`config.mk`:
```
export PLATFORM = sky130hd
export DESIGN_NAME = fqs_flash_ctrl
export DESIGN_NICKNAME = d
export VERILOG_FILES = /design/src/fqs_pkg.sv /design/src/fqs_flash_ctrl.sv
export SDC_FILE = /design/constraint.sdc
export NUM_CORES = 1
export LEC_CHECK = 0
export BUFFER_PORTS_ARGS = -buffer_cell sky130_fd_sc_hd__buf_2
export CELL_PAD_IN_SITES_DETAIL_PLACEMENT = 1
export CELL_PAD_IN_SITES_GLOBAL_PLACEMENT = 1
export CORE_MARGIN = 1.5
export CORE_UTILIZATION = 33
export DETAILED_ROUTE_END_ITERATION = 7
export PLACE_DENSITY = 0.77
export SLEW_MARGIN = 40
export SYNTH_ARGS = -nofsm -noshare
export SYNTH_HDL_FRONTEND = slang
export SYNTH_SLANG_ARGS = --single-unit
```
`constraint.sdc`:
```
create_clock -name pclk -period 1.75 [get_ports pclk]
set_clock_uncertainty 0.1 [all_clocks]
set_input_delay 0.175 -clock pclk [delete_from_list [all_inputs] [get_ports pclk]]
set_output_delay 0.175 -clock pclk [all_outputs]
set_load 0.02 [all_outputs]
```
`src/fqs_pkg.sv`:
```
package fqs_pkg;

    // ****************************************************
    // register map, byte addresses
    // ****************************************************
    localparam logic [7:0] FQS_CMD_OFS     = 8'h00;
    localparam logic [7:0] FQS_ADDR_OFS    = 8'h04;
    localparam logic [7:0] FQS_DATA_OFS    = 8'h08;
    localparam logic [7:0] FQS_STATUS_OFS  = 8'h0C;
    localparam logic [7:0] FQS_IRQ_STAT_OFS = 8'h10;
    localparam logic [7:0] FQS_IRQ_CLR_OFS = 8'h14;
    localparam logic [7:0] FQS_IRQ_EN_OFS  = 8'h18;
    localparam logic [7:0] FQS_PINCFG_OFS  = 8'h1C;

    // ****************************************************
    // command codes and field positions
    // ****************************************************
    localparam logic [7:0] FQS_CMD_READ_ARRAY = 8'hFF;
    localparam logic [7:0] FQS_CMD_PROG_A     = 8'h10;
    localparam logic [7:0] FQS_CMD_PROG_B     = 8'h40;
    localparam logic [7:0] FQS_CMD_BUF_WRITE  = 8'hE8;
    localparam logic [7:0] FQS_CMD_BFP        = 8'h30;
    localparam logic [7:0] FQS_CMD_ERASE      = 8'h20;
    localparam logic [7:0] FQS_CMD_CONFIRM    = 8'hD0;
    localparam logic [7:0] FQS_CMD_READ_STAT  = 8'h70;
    localparam logic [7:0] FQS_CMD_CLR_STAT   = 8'h50;
    localparam logic [7:0] FQS_CMD_READ_ID    = 8'h90;
    localparam logic [7:0] FQS_CMD_QUERY      = 8'h98;
    localparam logic [7:0] FQS_CMD_PIN_CFG    = 8'hB8;
    localparam int FQS_SR_READY_BIT = 7;
    localparam int FQS_SR_EE_BIT    = 5;
    localparam int FQS_SR_PE_BIT    = 4;
    localparam logic [7:0] FQS_SR_RESET = 8'h80;

    // ****************************************************
    // status pin modes and timing
    // ****************************************************
    typedef enum logic [1:0] {
        FQS_PIN_LEVEL      = 2'h0,
        FQS_PIN_ERASE      = 2'h1,
        FQS_PIN_PROG       = 2'h2,
        FQS_PIN_ERASE_PROG = 2'h3
    } fqs_pin_mode_t;
    localparam int FQS_CLK_MHZ   = 200;
    localparam int FQS_PULSE_NS  = 250;
    localparam int FQS_PULSE_CYC = FQS_PULSE_NS * FQS_CLK_MHZ / 1000;

    // ****************************************************
    // command interpreter states, gray along read paths
    // ****************************************************
    typedef enum logic [3:0] {
        FQS_ST_ARRAY   = 4'h0,
        FQS_ST_STATUS  = 4'h1,
        FQS_ST_CONFIG  = 4'h3,
        FQS_ST_QUERY   = 4'h2,
        FQS_ST_PROG    = 4'h6,
        FQS_ST_BUF     = 4'h7,
        FQS_ST_BFP     = 4'h5,
        FQS_ST_ERASE   = 4'h4,
        FQS_ST_PIN_CFG = 4'hC
    } fqs_state_t;

    // interrupt events, one bit each
    typedef struct packed {
        logic seq_err;
        logic cfg_err;
        logic prog_done;
        logic erase_done;
    } fqs_evt_t;

    // query table: id string, command set, size exponent
    localparam logic [15:0] FQS_QRY_SIZE_LOG2 = 16'h0018;
    function automatic logic [15:0] fqs_query_word(input logic [7:0] a);
        case (a)
            8'h10:   fqs_query_word = 16'h0051;
            8'h11:   fqs_query_word = 16'h0052;
            8'h12:   fqs_query_word = 16'h0059;
            8'h13:   fqs_query_word = 16'h0001;
            8'h27:   fqs_query_word = FQS_QRY_SIZE_LOG2;
            default: fqs_query_word = 16'h0000;
        endcase
    endfunction

endpackage

```
`src/fqs_flash_ctrl.sv`:
```
// Our own choices: register access over APB and the placing of the registers.
module fqs_flash_ctrl
    import fqs_pkg::*;
#(
    parameter logic [15:0] MAKER_CODE  = 16'h00A5, // arbitrary value
    parameter logic [15:0] DEVICE_CODE = 16'h5A01, // arbitrary value
    parameter int          PULSE_CYC   = FQS_PULSE_CYC
) (
    input  wire logic        pclk,
    input  wire logic        presetn,
    input  wire logic        psel,
    input  wire logic        penable,
    input  wire logic        pwrite,
    input  wire logic [7:0]  paddr,
    input  wire logic [31:0] pwdata,
    output logic      [31:0] prdata,
    output logic             pready,
    output logic             pslverr,
    input  wire logic        seq_busy,
    input  wire logic        seq_suspended,
    input  wire logic        prog_done,
    input  wire logic        erase_done,
    input  wire logic [15:0] array_data,
    output logic      [15:0] array_addr,
    output logic             prog_req,
    output logic             erase_req,
    output logic             completion_status_pin,
    output logic             irq
);

    // ****************************************************
    // bus decode
    // ****************************************************
    logic        pready_q;
    logic        pslverr_q;
    logic [31:0] prdata_q;
    logic        wr_acc;
    logic        rd_setup;

    // a write acts only at the completing access edge
    assign wr_acc   = psel && penable && pwrite && pready_q;
    assign rd_setup = psel && !penable && !pwrite;

    // every register is one aligned word up to the last offset;
    // anything else answers with an error and changes nothing
    function automatic logic fqs_mapped(input logic [7:0] a);
        fqs_mapped = (a[1:0] == 2'h0) && (a <= FQS_PINCFG_OFS);
    endfunction

    // exact offset match, shared by all write strobes
    function automatic logic fqs_hit(input logic [7:0] a,
                                     input logic [7:0] ofs);
        fqs_hit = (a == ofs);
    endfunction

    // one-cycle write strobes, one per writable register
    logic cmd_wr;
    logic clr_wr;
    logic en_wr;
    logic addr_wr;

    assign cmd_wr  = wr_acc && fqs_hit(paddr, FQS_CMD_OFS);
    assign clr_wr  = wr_acc && fqs_hit(paddr, FQS_IRQ_CLR_OFS);
    assign en_wr   = wr_acc && fqs_hit(paddr, FQS_IRQ_EN_OFS);
    assign addr_wr = wr_acc && fqs_hit(paddr, FQS_ADDR_OFS);

    // ****************************************************
    // command interpreter
    // ****************************************************
    fqs_state_t    state_q;
    fqs_pin_mode_t pin_mode_q;
    logic [7:0]    cmd;
    logic          idle;
    logic          read_state;
    logic          cfg_bad;
    logic          seq_bad;
    logic          clr_status;

    // the command byte rides in the low byte lane of a write
    assign cmd        = pwdata[7:0];
    assign idle       = !seq_busy && !seq_suspended;
    assign read_state = (state_q == FQS_ST_ARRAY)  ||
                        (state_q == FQS_ST_STATUS) ||
                        (state_q == FQS_ST_CONFIG) ||
                        (state_q == FQS_ST_QUERY);
    // reserved bits of the pin code must be zero
    assign cfg_bad    = cmd_wr && (state_q == FQS_ST_PIN_CFG) &&
                        (cmd[7:2] != 6'h00);
    // erase setup accepts only the confirm code
    assign seq_bad    = cmd_wr && (state_q == FQS_ST_ERASE) &&
                        (cmd != FQS_CMD_CONFIRM);
    assign clr_status = cmd_wr && read_state &&
                        (cmd == FQS_CMD_CLR_STAT);

    // next state on each command cycle
    always_ff @(posedge pclk or negedge presetn) begin
        if (!presetn) begin
            state_q <= FQS_ST_ARRAY;
        end else if (cmd_wr) begin
            case (state_q)
                FQS_ST_ARRAY, FQS_ST_STATUS,
                FQS_ST_CONFIG, FQS_ST_QUERY: begin
                    case (cmd)
                        FQS_CMD_READ_ARRAY: state_q <= FQS_ST_ARRAY;
                        FQS_CMD_PROG_A,
                        FQS_CMD_PROG_B:     state_q <= FQS_ST_PROG;
                        FQS_CMD_BUF_WRITE:  state_q <= FQS_ST_BUF;
                        FQS_CMD_BFP:        state_q <= FQS_ST_BFP;
                        FQS_CMD_ERASE:      state_q <= FQS_ST_ERASE;
                        FQS_CMD_READ_STAT:  state_q <= FQS_ST_STATUS;
                        FQS_CMD_READ_ID:    state_q <= FQS_ST_CONFIG;
                        FQS_CMD_QUERY:      state_q <= FQS_ST_QUERY;
                        FQS_CMD_PIN_CFG:    state_q <= FQS_ST_PIN_CFG;
                        default:            state_q <= state_q;
                    endcase
                end
                // program and erase second cycles all leave status readable
                FQS_ST_PROG, FQS_ST_BUF, FQS_ST_BFP,
                FQS_ST_ERASE: state_q <= FQS_ST_STATUS;
                FQS_ST_PIN_CFG: state_q <= FQS_ST_ARRAY;
                default:        state_q <= FQS_ST_ARRAY;
            endcase
        end
    end

    // start requests to the sequencer, one cycle each
    always_ff @(posedge pclk or negedge presetn) begin
        if (!presetn) begin
            prog_req  <= 1'b0;
            erase_req <= 1'b0;
        end else begin
            prog_req  <= cmd_wr && ((state_q == FQS_ST_PROG) ||
                                    (state_q == FQS_ST_BUF)  ||
                                    (state_q == FQS_ST_BFP));
            erase_req <= cmd_wr && (state_q == FQS_ST_ERASE) &&
                         (cmd == FQS_CMD_CONFIRM);
        end
    end

    // pin mode: kept until reset or a valid new code
    always_ff @(posedge pclk or negedge presetn) begin
        if (!presetn) begin
            pin_mode_q <= FQS_PIN_LEVEL;
        end else if (cmd_wr && (state_q == FQS_ST_PIN_CFG) &&
                     !cfg_bad) begin
            // busy or suspended host is outside its contract
            pin_mode_q <= fqs_pin_mode_t'(cmd[1:0]);
        end
    end

    // ****************************************************
    // status error bits, set wins over clear
    // ****************************************************
    // only command errors are raised here; failures reported by
    // the sequencer itself are outside this block
    logic pe_q;
    logic ee_q;
    logic [7:0] sr;

    always_ff @(posedge pclk or negedge presetn) begin
        if (!presetn) begin
            pe_q <= FQS_SR_RESET[FQS_SR_PE_BIT];
            ee_q <= FQS_SR_RESET[FQS_SR_EE_BIT];
        end else if (cfg_bad || seq_bad) begin
            pe_q <= 1'b1;
            ee_q <= 1'b1;
        end else if (clr_status) begin
            pe_q <= 1'b0;
            ee_q <= 1'b0;
        end
    end

    // ready comes straight from the sequencer
    always_comb begin
        sr                   = 8'h00;
        sr[FQS_SR_READY_BIT] = !seq_busy;
        sr[FQS_SR_EE_BIT]    = ee_q;
        sr[FQS_SR_PE_BIT]    = pe_q;
    end

    // ****************************************************
    // completion status pin
    // ****************************************************
    // the counter covers the whole pulse; a host that needs a
    // longer low time must raise PULSE_CYC, not stretch events
    localparam int PW = $clog2(PULSE_CYC + 1);
    logic [PW-1:0] pulse_cnt_q;
    logic          pulse_fire;

    always_comb begin
        case (pin_mode_q)
            FQS_PIN_ERASE:      pulse_fire = erase_done;
            FQS_PIN_PROG:       pulse_fire = prog_done;
            FQS_PIN_ERASE_PROG: pulse_fire = erase_done ||
                                             prog_done;
            default:            pulse_fire = 1'b0;
        endcase
    end

    // a new event during a pulse restarts the width
    always_ff @(posedge pclk or negedge presetn) begin
        if (!presetn) begin
            pulse_cnt_q <= '0;
        end else if (pulse_fire) begin
            pulse_cnt_q <= PW'(PULSE_CYC);
        end else if (pulse_cnt_q != '0) begin
            pulse_cnt_q <= pulse_cnt_q - PW'(1);
        end
    end

    // level mode mirrors busy one cycle late; pulse modes go low
    // in the cycle after the done event, for the counted width
    always_ff @(posedge pclk or negedge presetn) begin
        if (!presetn) begin
            completion_status_pin <= 1'b1;
        end else if (pin_mode_q == FQS_PIN_LEVEL) begin
            completion_status_pin <= !seq_busy;
        end else begin
            completion_status_pin <= !(pulse_fire ||
                                       (pulse_cnt_q > PW'(1)));
        end
    end

    // ****************************************************
    // interrupts
    // ****************************************************
    fqs_evt_t evt;
    fqs_evt_t irq_stat_q;
    fqs_evt_t irq_en_q;

    // event bits in the order of the status layout
    assign evt = '{seq_err: seq_bad, cfg_err: cfg_bad,
                   prog_done: prog_done, erase_done: erase_done};

    // an event in the clear cycle stays set
    always_ff @(posedge pclk or negedge presetn) begin
        if (!presetn) begin
            irq_stat_q <= '0;
        end else begin
            irq_stat_q <= evt | (irq_stat_q &
                          ~(clr_wr ? fqs_evt_t'(pwdata[3:0]) : '0));
        end
    end

    // enable register, always written as a whole
    always_ff @(posedge pclk or negedge presetn) begin
        if (!presetn) begin
            irq_en_q <= '0;
        end else if (en_wr) begin
            irq_en_q <= fqs_evt_t'(pwdata[3:0]);
        end
    end

    // level interrupt, one cycle behind the status bits
    always_ff @(posedge pclk or negedge presetn) begin
        if (!presetn) begin
            irq <= 1'b0;
        end else begin
            irq <= |(irq_stat_q & irq_en_q);
        end
    end

    // ****************************************************
    // read address and data
    // ****************************************************
    // word address shared by array, id and query reads
    always_ff @(posedge pclk or negedge presetn) begin
        if (!presetn) begin
            array_addr <= 16'h0000;
        end else if (addr_wr) begin
            array_addr <= pwdata[15:0];
        end
    end

    logic [15:0] data_word;

    // one word per read; no page or burst is offered
    always_comb begin
        case (state_q)
            FQS_ST_STATUS: data_word = {8'h00, sr};
            FQS_ST_CONFIG: begin
                case (array_addr[7:0])
                    8'h00:   data_word = MAKER_CODE;
                    8'h01:   data_word = DEVICE_CODE;
                    default: data_word = 16'h0000;
                endcase
            end
            FQS_ST_QUERY:
                data_word = fqs_query_word(array_addr[7:0]);
            default:       data_word = array_data;
        endcase
    end

    // register read mux, looked at only in the setup cycle
    logic [31:0] rd_mux;

    always_comb begin
        case (paddr)
            FQS_ADDR_OFS:     rd_mux = {16'h0000, array_addr};
            FQS_DATA_OFS:     rd_mux = {16'h0000, data_word};
            FQS_STATUS_OFS:   rd_mux = {24'h000000, sr};
            FQS_IRQ_STAT_OFS: rd_mux = {28'h0000000, irq_stat_q};
            FQS_IRQ_EN_OFS:   rd_mux = {28'h0000000, irq_en_q};
            FQS_PINCFG_OFS:   rd_mux = {24'h000000, state_q,
                                        2'h0, pin_mode_q};
            default:          rd_mux = 32'h00000000;
        endcase
    end

    // ****************************************************
    // apb answer: no wait state, registered
    // ****************************************************
    // the registered answer gives the read mux the setup cycle to settle
    always_ff @(posedge pclk or negedge presetn) begin
        if (!presetn) begin
            pready_q  <= 1'b0;
            pslverr_q <= 1'b0;
            prdata_q  <= 32'h00000000;
        end else begin
            pready_q  <= psel && !penable;
            pslverr_q <= psel && !penable && !fqs_mapped(paddr);
            prdata_q  <= rd_setup ? rd_mux : 32'h00000000;
        end
    end

    // bus outputs come straight from the answer flops
    assign pready  = pready_q;
    assign pslverr = pslverr_q;
    assign prdata  = prdata_q;

endmodule

```
==> results of run 1 <==
-- report_power, final --
part | switching [mW] | internal, mW | leakage (nW)
Clock | 0.597 | 0.839 | 0.108
Combinational | 0.198 | 0.138 | 1.42
Sequential | 0.00489 | 1.37 | 0.775
-- cell families after synthesis --
family          count (synthesis)
simple gates                  124
compound gates                 89
flops                          59
buf+inv                        46
mux                            26
xor+xnor                        3
fa+ha+maj                       2
other cells                     1
-- sequential cells by signal, indices dropped and copies added, names as in the netlist, 2 cells and up --
name and count:
state_q 4, array_addr 16, irq_en_q 4, prdata 16
pin_mode_q 2, irq_stat_q 4, pulse_cnt_q 6
-- tightest hold or removal path: cells and delay by family --
| family | cells | cell delay, ns |
|---|---|---|
| buffers and inverters | 2 | 0.14 |
| AND/OR/NAND/NOR | 1 | 0.14 |
-- final cells by class --
type                    instances  share of cell area, %
repair buffers                161                  22.07
multi-input cells             260                  38.05
clock inverters                 6                  1.835
inverters                      14                  1.086
flip-flops and latches         59                  30.68
well taps                     133                  3.438
clock buffers                  10                  2.843
-- placed cells by master, fill, tap and decap left out, types with 8 or more instances in the layout --
cell type,instances
nand2_1,26
nor2_1,27
clkbuf_8,10
o21ai_0,14
nand4_1,9
conb_1,16
dfrtp_1,52
inv_1,12
nand3_1,8
buf_2,85
a21oi_1,19
dlygate4sd3_1,16
buf_4,56
nand2b_1,9
a22oi_1,9
mux2_2,22
-- per-stage QoR --
stage | TNS, ns | util (%) | cells
floorplan | -1.011 | - | 365
global placement | -2.728 | 43.40 | 607
detailed placement | -3.663 | 43.40 | 607
CTS | 0 | 47.86 | 640
global route | -1.433 | 49.30 | 643
finish | -0.04008 | 49.30 | 643
-- final timing paths --
path                                                    to  slack (ns)  cells after the start
max in group asynchronous  completion_status_pin$_DFF_PN1_        1.00                      3
setup / recovery                    state_q[0]$_DFFE_PN0P_       -0.03                      5
min in group asynchronous       pulse_cnt_q[2]$_DFFE_PN0P_        0.25                      3
setup reg to reg                    state_q[0]$_DFFE_PN0P_       -0.03                      5
hold / removal                            pready$_DFF_PN0_        0.04                      3
hold reg to reg                    irq_stat_q[0]$_DFF_PN0_        0.42                      1
-- repair_timing --
item | CTS | global route
setup buffers | 1 | 3
endpoints found under the setup margin | 11 | 41
hold buffers | 16 | 0
resized for setup | 11 | 28
endpoints found under the hold margin | 73 | 0
pin swaps | 2 | 11
-- per-layer routing --
metal  up-vias  GRT usage [%]  part of all wire [%]
met4         0          8.730                   3.4
li1       1547              -                     -
met5         -              0                     0
met3        34          5.412                   4.6
met2       112          39.36                    52
met1      1709          26.67                    40
==> qor.yml, run 1 <==
outcome:
  status: "finished, violations left"
  violations: "negative setup slack"
synthesis:
  synth_common_cells: "dfrtp_1, nor2_1, nand2_1"
  ys_types: 63
  synth_cells: 350
  yosysWarnings: 0
  yosysTopAreaCell: "dfrtp_1"
  synth_top_area_share_pct: 43.27
  seq_area_frac_synth_pct: 44.05
  synthFlopType: "dfrtp_1"
  synth_fa_ha_area_share_pct: 0.7460
  synthTopCellsByArea: "dfrtp_1, mux2_2, buf_4"
  synth_edf_count: 0
  syn-cell-area_sq_um: 3354
  synthSimpleGateAreaFrac_pct: 20.03
  yosys_register_bits: 59
  synth_compound_area_share_pct: 17.83
  synth-xor-area-share_pct: 0.7833
  synth.most_common_cell: "dfrtp_1"
  synth_top_family_by_area: "simple AND/OR/NAND/NOR gates"
  synthMuxAreaShare_pct: 8.691
  synth.avg_cell_area_sq_um: 9.584
  synthArstFlopShare_pct: 100.0
floorplanning:
  fp.dieW_um: 103.8
  row_count: 36
  ioPinCount: 119
  start_util_pct: 34.16
  die_height_um: 103.8
  core-area_sq_um: 9819
  die_area_sq_um: 10780
layout:
  final_area_sq_um: 4841
  multi_input_area_sq_um: 1842
  drive_gt1_share_pct: 46.08
  fin_nets: 572
  area_growth_pct: 44.31
  antenna_cells: 0
  seq_area_sq_um: 1485
  n_fill_cell: 1163
critical_path:
  critPathTopFamily: "simple AND/OR/NAND/NOR gates"
  r2r_start: "state_q[3]$_DFFE_PN0P_"
  crit_buf_inv: 1
  worstSetupPathType: "reg -> reg"
  worstPathMaxFanout: 5
  cp_data_required_time_ns: 1.88
  end_kind: "flip-flop"
  critPathMaxStageDelay_ns: 0.45
  startpoint: "state_q[3]$_DFFE_PN0P_"
  crit_chain: "or2_2, buf_4, nor2_1, o22ai_4, mux2_4"
  slowest_stage: "dfrtp_2"
  start_kind: "flip-flop"
  crit_arrival_ns: 1.92
sta:
  hold_violations: 0
  finalMaxSlewViolations: 0
  fin_ws_ns: -0.03332
  clock.fmax_mhz: 560.8
  whs_ns: 0.03525
  layout_min_cycle_time_ns: 1.783
  tightest_slew_ns: 0.6122
  fin_crit_sh_pct: 101.9
  rsz0062_at_grt: "yes"
  relSlewSlack_pct: 58.87
  setup_viol: 2
route:
  drc_errors: 0
  dr.pass1.iters: 4
  drtIter0Drc: 218
  routed_wl_um: 12330
  wl_per_cell_um: 19.18
  postRouteAntennaNets: 0
  vias: 3402
  vias_per_cell: 5.291
cts:
  clk_pin_slew_worst_paths_ns: 0.07
  htree_levels: 3
  cts_buffer_depth: 2
  cts_buffers: 9
  cts_tree: "done"
  numClockSinks: 59
  clk_latency_ns: 0.35
  cts_root_buffer: "clkbuf_8"
grt:
  grt_pass1_wl_um: 19100
  grt_usage_pct: 22.55
  grt_pass1_vias: 3670
  overflow: 0
  grt_max_degree: 60
  antenna_found_initial: 0
placement:
  place_congestion: 0.8549
  dpl_worst_slack_ns: -0.2332
  port_buffers: 85
  placedInstanceArea_sq_um: 4262
  dp_hpwl_um: 8193
power_and_ir_drop:
  p_per_area_nw_per_um2: 650.0
  p_leak_nw: 2.300
  peakVddDrop_mv: 0.2859
  power_mw: 3.147
flow_run:
  drv_cap: 0
hold_path:
  hp-start: "penable"
  holdCritPathClass: "in -> reg"
(Power assumes the default switching activity.)
==> run 2: changes to the inputs <==
Settings changed: TNS_END_PERCENT set to 50.
==> run 2 against run 1 <==
The run ends with negative hold slack, negative setup slack left. Flip-flop and latch count did not move. First-iteration DRC count grew 14%. Wire length up 15%. Critical path depth stayed put. Highest routed layer unchanged.
==> qor.yml, run 2 (synthesis results as in run 1) <==
outcome:
  status: "finished, violations left"  # unchanged
  violations: "negative hold slack, negative setup slack"  # was negative setup slack
sta:
  setup_viol: 31  # was 2
  fin_ws_ns: -0.1838  # was -0.03332 ns
  whs_ns: -0.001403  # was 0.03525 ns
  relSlewSlack_pct: 51.92  # was 58.87%
  hold_violations: 1  # was 0
  clock.fmax_mhz: 517.1  # was 560.8 MHz
  setup_tns_ns: -2.504  # was -0.04008 ns
  layout_min_cycle_time_ns: 1.934  # was 1.783 ns
  tightest_slew_ns: 0.7157  # was 0.6122 ns
  rsz0062_at_grt: "yes"  # unchanged
  finalMaxSlewViolations: 0  # unchanged
  fin_crit_sh_pct: 110.5  # was 101.9%
critical_path:
  critPathMaxStageDelay_ns: 0.52  # was 0.45 ns
  critPathTopFamily: "compound AO/OA/AOI/OAI gates"  # was simple AND/OR/NAND/NOR gates
  r2r_cells: 5  # unchanged
  cp.depth: 5  # unchanged
  slowest_stage: "dfrtp_2"  # unchanged
  r2r_start: "array_addr[4]$_DFFE_PN0P_"  # was state_q[3]$_DFFE_PN0P_
  crit_chain: "nor4bb_4, nand4_1, a21oi_2, o21ai_1, a21oi_1"  # was or2_2, buf_4, nor2_1, o22ai_4, mux2_4
  worstPathMaxFanout: 6  # was 5
  startpoint: "array_addr[4]$_DFFE_PN0P_"  # was state_q[3]$_DFFE_PN0P_
  worstSetupPathType: "reg -> reg"  # unchanged
  start_kind: "flip-flop"  # unchanged
  cp_data_required_time_ns: 1.91  # was 1.88 ns
  crit_arrival_ns: 2.09  # was 1.92 ns
  end_kind: "flip-flop"  # unchanged
  crit_buf_inv: 0  # was 1
grt:
  grt_pass1_vias: 3630  # was 3,670
  grt_pass1_wl_um: 19620  # was 19,100 um
  overflow: 0  # unchanged
  grt_max_degree: 41  # was 60
  antenna_found_initial: 0  # unchanged
  grt_usage_pct: 23.24  # was 22.55%
floorplanning:
  fp.dieW_um: 103.8  # unchanged
  ioPinCount: 119  # unchanged
  start_util_pct: 34.16  # unchanged
  die_height_um: 103.8  # unchanged
  row_count: 36  # unchanged
  die_area_sq_um: 10780  # unchanged
  core-area_sq_um: 9819  # unchanged
cts:
  cts_root_buffer: "clkbuf_8"  # unchanged
  clk_pin_slew_worst_paths_ns: 0.10  # was 0.07 ns
  clk_latency_ns: 0.37  # was 0.35 ns
  cts_tree: "done"  # unchanged
  cts_buffers: 9  # unchanged
  cts_buffer_depth: 2  # unchanged
  htree_levels: 3  # unchanged
  numClockSinks: 59  # unchanged
placement:
  place_congestion: 0.9071  # was 0.8549
  dpl_worst_slack_ns: -0.3191  # was -0.2332 ns
  dp_hpwl_um: 8509  # was 8193 um
  post-place-cells: 606  # was 607
  port_buffers: 85  # unchanged
route:
  wl_per_cell_um: 22.00  # was 19.18 um
  dr.pass1.iters: 7  # was 4
  drc_errors: 0  # unchanged
  postRouteAntennaNets: 0  # unchanged
  drtIter0Drc: 248  # was 218
  routed_wl_um: 14150  # was 12,330 um
  vias: 3599  # was 3,402
  vias_per_cell: 5.597  # was 5.291
power_and_ir_drop:
  p_switching_mw: 0.8825  # was 0.7992 mW
  p_sw_share_pct: 28.68  # was 25.40%
  intPower_mw: 2.194  # was 2.348 mW
  seqPwrFrac_pct: 44.7  # was 43.7%
  peakVddDrop_mv: 0.3019  # was 0.2859 mV
  clkPwrFrac_pct: 44.0  # was 45.6%
  power_frac_comb_pct: 11.3  # was 10.7%
  power_mw: 3.077  # was 3.147 mW
  p_leak_nw: 2.303  # was 2.300 nW
  p_per_area_nw_per_um2: 625.3  # was 650.0 nW/um^2
layout:
  area_growth_pct: 46.70  # was 44.31%
  final_cells: 643  # unchanged
  drive_gt1_share_pct: 46.27  # was 46.08%
  fin_nets: 572  # unchanged
  antenna_cells: 0  # unchanged
  mostFrequentLayoutCell: "buf_2"  # unchanged
  final_cell_mix: "buf_2, buf_4, dfrtp_1"  # unchanged
hold_path:
  holdCritPathClass: "in -> reg"  # unchanged
  hp-start: "psel"  # was penable
  min_path_cells: 3  # unchanged
flow_run:
  drv_cap: 0  # unchanged
==> run 2: cell count changes in the layout (fill, tap and decap cells not counted), sizes merged <==
cell,delta
bufinv,-1
buf,-1
clkinvlp,-1
inv,+4
clkinv,-1
==> run 2: per-layer routing <==
layer	share of wire, %	GRT usage [%]	wire length [um]
met1	37	28.62	5262
met2	50	38.32	7133
met3	6.9	4.846	972
met4	5.5	12.00	777
met5	0	0	0
==> run 2: metrics by stage <==
step / utilization (%) / hold WS (ns) / area, sq um
6_report: 50.11 / -0.001403 / 4921
5_1_grt: 50.11 / 0.01925 / 4921
4_1_cts: 47.53 / 0.002091 / 4667
3_5_place_dp: 43.25 / 0.07319 / 4247
3_3_place_gp: 43.25 / 0.05667 / 4247
2_1_floorplan: - / -0.2206 / 3431
==> run 2: final timing paths <==
kind	to	slack, ns
worst max-delay path	prdata[12]$_DFF_PN0_	-0.18
worst min register to register	irq_stat_q[0]$_DFF_PN0_	0.43
min in group asynchronous	pulse_cnt_q[4]$_DFFE_PN0P_	0.21
max in group asynchronous	array_addr[1]$_DFFE_PN0P_	0.74
worst min-delay path	pready$_DFF_PN0_	-0.001
worst max register to register	prdata[12]$_DFF_PN0_	-0.18
==> run 2: power by group through the flow <==
| stage | clock, mW | combinational [mW] | sequential, mW |
|---|---|---|---|
| floorplan | 0 | 0.150 | 1.41 |
| global route | 1.43 | 0.369 | 1.38 |
| global placement | 0 | 0.287 | 1.40 |
| finish | 1.36 | 0.347 | 1.38 |
| detailed placement | 0 | 0.294 | 1.40 |
| CTS | 1.35 | 0.325 | 1.37 |
==> run 2: cell type report <==
class | instances | area [sq um]
Timing Repair Buffer | 161 | 1082
Inverter | 14 | 52.55
Clock inverter | 7 | 83.83
Clock buffer | 9 | 123.9
Tap cell | 133 | 166.4
Sequential cell | 59 | 1486
Multi-Input combinational cell | 260 | 1926
Fill cell | 1169 | 4898
==> run 2: worst min-delay path: stages <==
cell and delay (ns):
buf_2 0.09, nand2b_1 0.09, inv_1 0.06
==> run 2: timing repair <==
item,CTS,global route
pin swaps,2,12
endpoints found under the setup margin,26,42
hold endpoints to repair,33,0
setup buffers,3,2
gates resized for setup,6,55
hold buffers,16,0
gates cloned,0,1
==> run 3: changes to the inputs <==
Settings changed: PLACE_DENSITY 0.77 to 0.72, SLEW_MARGIN 40 to 20.
==> run 3 against run 2 <==
The flow now finishes without violations. Non-clock buffer count decreased by 2. Wire length fell by 17%. Flip-flop and latch count stayed put. Via count decreased by 7.4%. Hold slack improved by 0.036 ns. Die area unchanged. Sequential share of layout area increased by 0.59 points. Highest routed layer unchanged.
==> qor.yml, run 3 (synthesis results as in run 1) <==
outcome:
  status: "completed"  # was finished, violations left
cts:
  clk_latency_ns: 0.35  # was 0.37 ns
  clk_pin_slew_worst_paths_ns: 0.08  # was 0.10 ns
  cts_buffers: 9  # unchanged
  cts_buffer_depth: 2  # unchanged
  cts_root_buffer: "clkbuf_8"  # unchanged
  numClockSinks: 59  # unchanged
  cts_tree: "done"  # unchanged
  htree_levels: 3  # unchanged
critical_path:
  cp_data_required_time_ns: 1.92  # was 1.91 ns
  r2r_start: "state_q[1]$_DFFE_PN0P_"  # was array_addr[4]$_DFFE_PN0P_
  start_kind: "flip-flop"  # unchanged
  worstPathMaxFanout: 6  # unchanged
  end_kind: "flip-flop"  # unchanged
  r2r_slack_ns: 0.03  # was -0.18 ns
  worstSetupPathType: "reg -> reg"  # unchanged
  crit_arrival_ns: 1.90  # was 2.09 ns
  r2r_cells: 7  # was 5
  worstReg2RegEnd: "prdata[8]$_DFF_PN0_"  # was prdata[12]$_DFF_PN0_
power_and_ir_drop:
  peakVddDrop_mv: 0.4012  # was 0.3019 mV
  power_mw: 3.293  # was 3.077 mW
  p_per_area_nw_per_um2: 684.5  # was 625.3 nW/um^2
  p_leak_nw: 2.291  # was 2.303 nW
grt:
  antenna_found_initial: 0  # unchanged
  grt_pass1_wl_um: 18240  # was 19,620 um
  overflow: 0  # unchanged
  grt_max_degree: 60  # was 41
  grt_pass1_vias: 3444  # was 3,630
  grt_usage_pct: 21.61  # was 23.24%
layout:
  n_fill_cell: 1186  # was 1,169
  mostFrequentLayoutCell: "buf_2"  # unchanged
  fin_nets: 570  # was 572
  antenna_cells: 0  # unchanged
  seq_area_sq_um: 1481  # was 1486 sq um
  multi_input_area_sq_um: 1810  # was 1926 sq um
  area_growth_pct: 43.42  # was 46.70%
  drive_gt1_share_pct: 43.50  # was 46.27%
  final_cell_mix: "buf_2, dfrtp_1, buf_4"  # was buf_2, buf_4, dfrtp_1
  final_area_sq_um: 4811  # was 4921 sq um
placement:
  port_buffers: 85  # unchanged
  place_congestion: 0.8613  # was 0.9071
  dp_hpwl_um: 8129  # was 8509 um
  placedInstanceArea_sq_um: 4254  # was 4247 sq um
floorplanning:
  core-area_sq_um: 9819  # unchanged
  start_util_pct: 34.16  # unchanged
  fp.dieW_um: 103.8  # unchanged
  die_area_sq_um: 10780  # unchanged
  row_count: 36  # unchanged
  ioPinCount: 119  # unchanged
  die_height_um: 103.8  # unchanged
hold_path:
  min_to: "pready$_DFF_PN0_"  # unchanged
  hp-start: "penable"  # was psel
  min_path_cells: 3  # unchanged
  holdCritPathClass: "in -> reg"  # unchanged
flow_run:
  drv_cap: 0  # unchanged
sta:
  clock.fmax_mhz: 579.8  # was 517.1 MHz
  rsz0062_at_grt: "yes"  # unchanged
  layout_min_cycle_time_ns: 1.725  # was 1.934 ns
  hold_violations: 0  # was 1
  relSlewSlack_pct: 63.96  # was 51.92%
  tightest_slew_ns: 0.5374  # was 0.7157 ns
  setup_viol: 0  # was 31
  fin_crit_sh_pct: 98.55  # was 110.5%
  finalMaxSlewViolations: 0  # unchanged
route:
  vias_per_cell: 5.200  # was 5.597
  drc_errors: 0  # unchanged
  postRouteAntennaNets: 0  # unchanged
  dr.pass1.iters: 4  # was 7
  wl_per_cell_um: 18.31  # was 22.00 um
  routed_wl_um: 11740  # was 14,150 um
  vias: 3333  # was 3,599
  drtIter0Drc: 146  # was 248
run 3: changes by cell type in the layout (fill, tap and decap cells not counted), moves of 3 or more:
cell     change
dfrtp_1      +4
o21ai_0      +4
mux2_4      -13
a21oi_2      -3
o21ai_1      -4
dfrtp_2      -4
mux2_2      +13
a21oi_1      +3
run 3: cell type report:
| class | instances | area share (%) |
|---|---|---|
| inverters | 14 | 1.092 |
| clock inverters | 7 | 2.575 |
| repair buffers | 159 | 21.87 |
| multi-input cells | 260 | 37.63 |
| flip-flops and latches | 59 | 30.79 |
| well taps | 133 | 3.459 |
| clock buffers | 9 | 2.575 |
run 3: where the power goes:
| group | switching [mW] | internal [mW] | total (mW) |
|---|---|---|---|
| clock network | 0.627 | 0.958 | 1.59 |
| registers | 0.00418 | 1.37 | 1.37 |
| logic | 0.196 | 0.138 | 0.333 |
run 3: through the flow:
stage                     utilization, %  setup slack, ns  setup TNS [ns]  cells  hold slack [ns]
after global placement             43.32          -0.2263          -3.941    607           0.1042
final                              48.99          0.02535               0    641          0.03487
after CTS                          47.63         0.003621               0    640          0.02589
after detailed placement           43.32          -0.2588          -5.329    607           0.1116
after global routing               48.99         -0.06432         -0.2013    641          0.07960
after floorplan                        -          -0.1011          -1.070    365          -0.2206
run 3: how the worst max path moves through the flow:
stage / slack [ns] / cells past startpoint / startpoint / endpoint
CTS: 0.004 / 7 / state_q[1]$_DFFE_PN0P_ / prdata[14]$_DFF_PN0_
floorplan: -0.10 / 5 / paddr[1] / state_q[0]$_DFFE_PN0P_
finish: 0.03 / 7 / state_q[1]$_DFFE_PN0P_ / prdata[8]$_DFF_PN0_
global placement: -0.23 / 7 / paddr[1] / state_q[0]$_DFFE_PN0P_
detailed placement: -0.26 / 7 / paddr[1] / state_q[0]$_DFFE_PN0P_
global route: -0.06 / 5 / array_addr[4]$_DFFE_PN0P_ / prdata[4]$_DFF_PN0_
run 3: critical path: stages (launching register included):
cell and delay (ns):
dfrtp_1 0.41, buf_4 0.15, nor2_2 0.18, nor2_2 0.06, buf_4 0.16, nor2_1 0.33, a22oi_1 0.13, nor2_1 0.14
run 3: repair_timing:
| item | in CTS | in global routing |
|---|---|---|
| pin swaps | 1 | 4 |
| endpoints found under the setup margin | 13 | 25 |
| cloned | 0 | 0 |
| hold endpoints to repair | 74 | 0 |
| hold buffers | 17 | 0 |
| resized for setup | 2 | 25 |
| buffers inserted | 0 | 1 |
run 3: metal layers:
layer	vias to the layer above	wire [um]	global-route usage, %
met5	-	0	0
met4	0	272	8.234
met3	20	543	4.216
met2	102	5918	36.52
met1	1669	5003	27.24
li1	1542	-	-
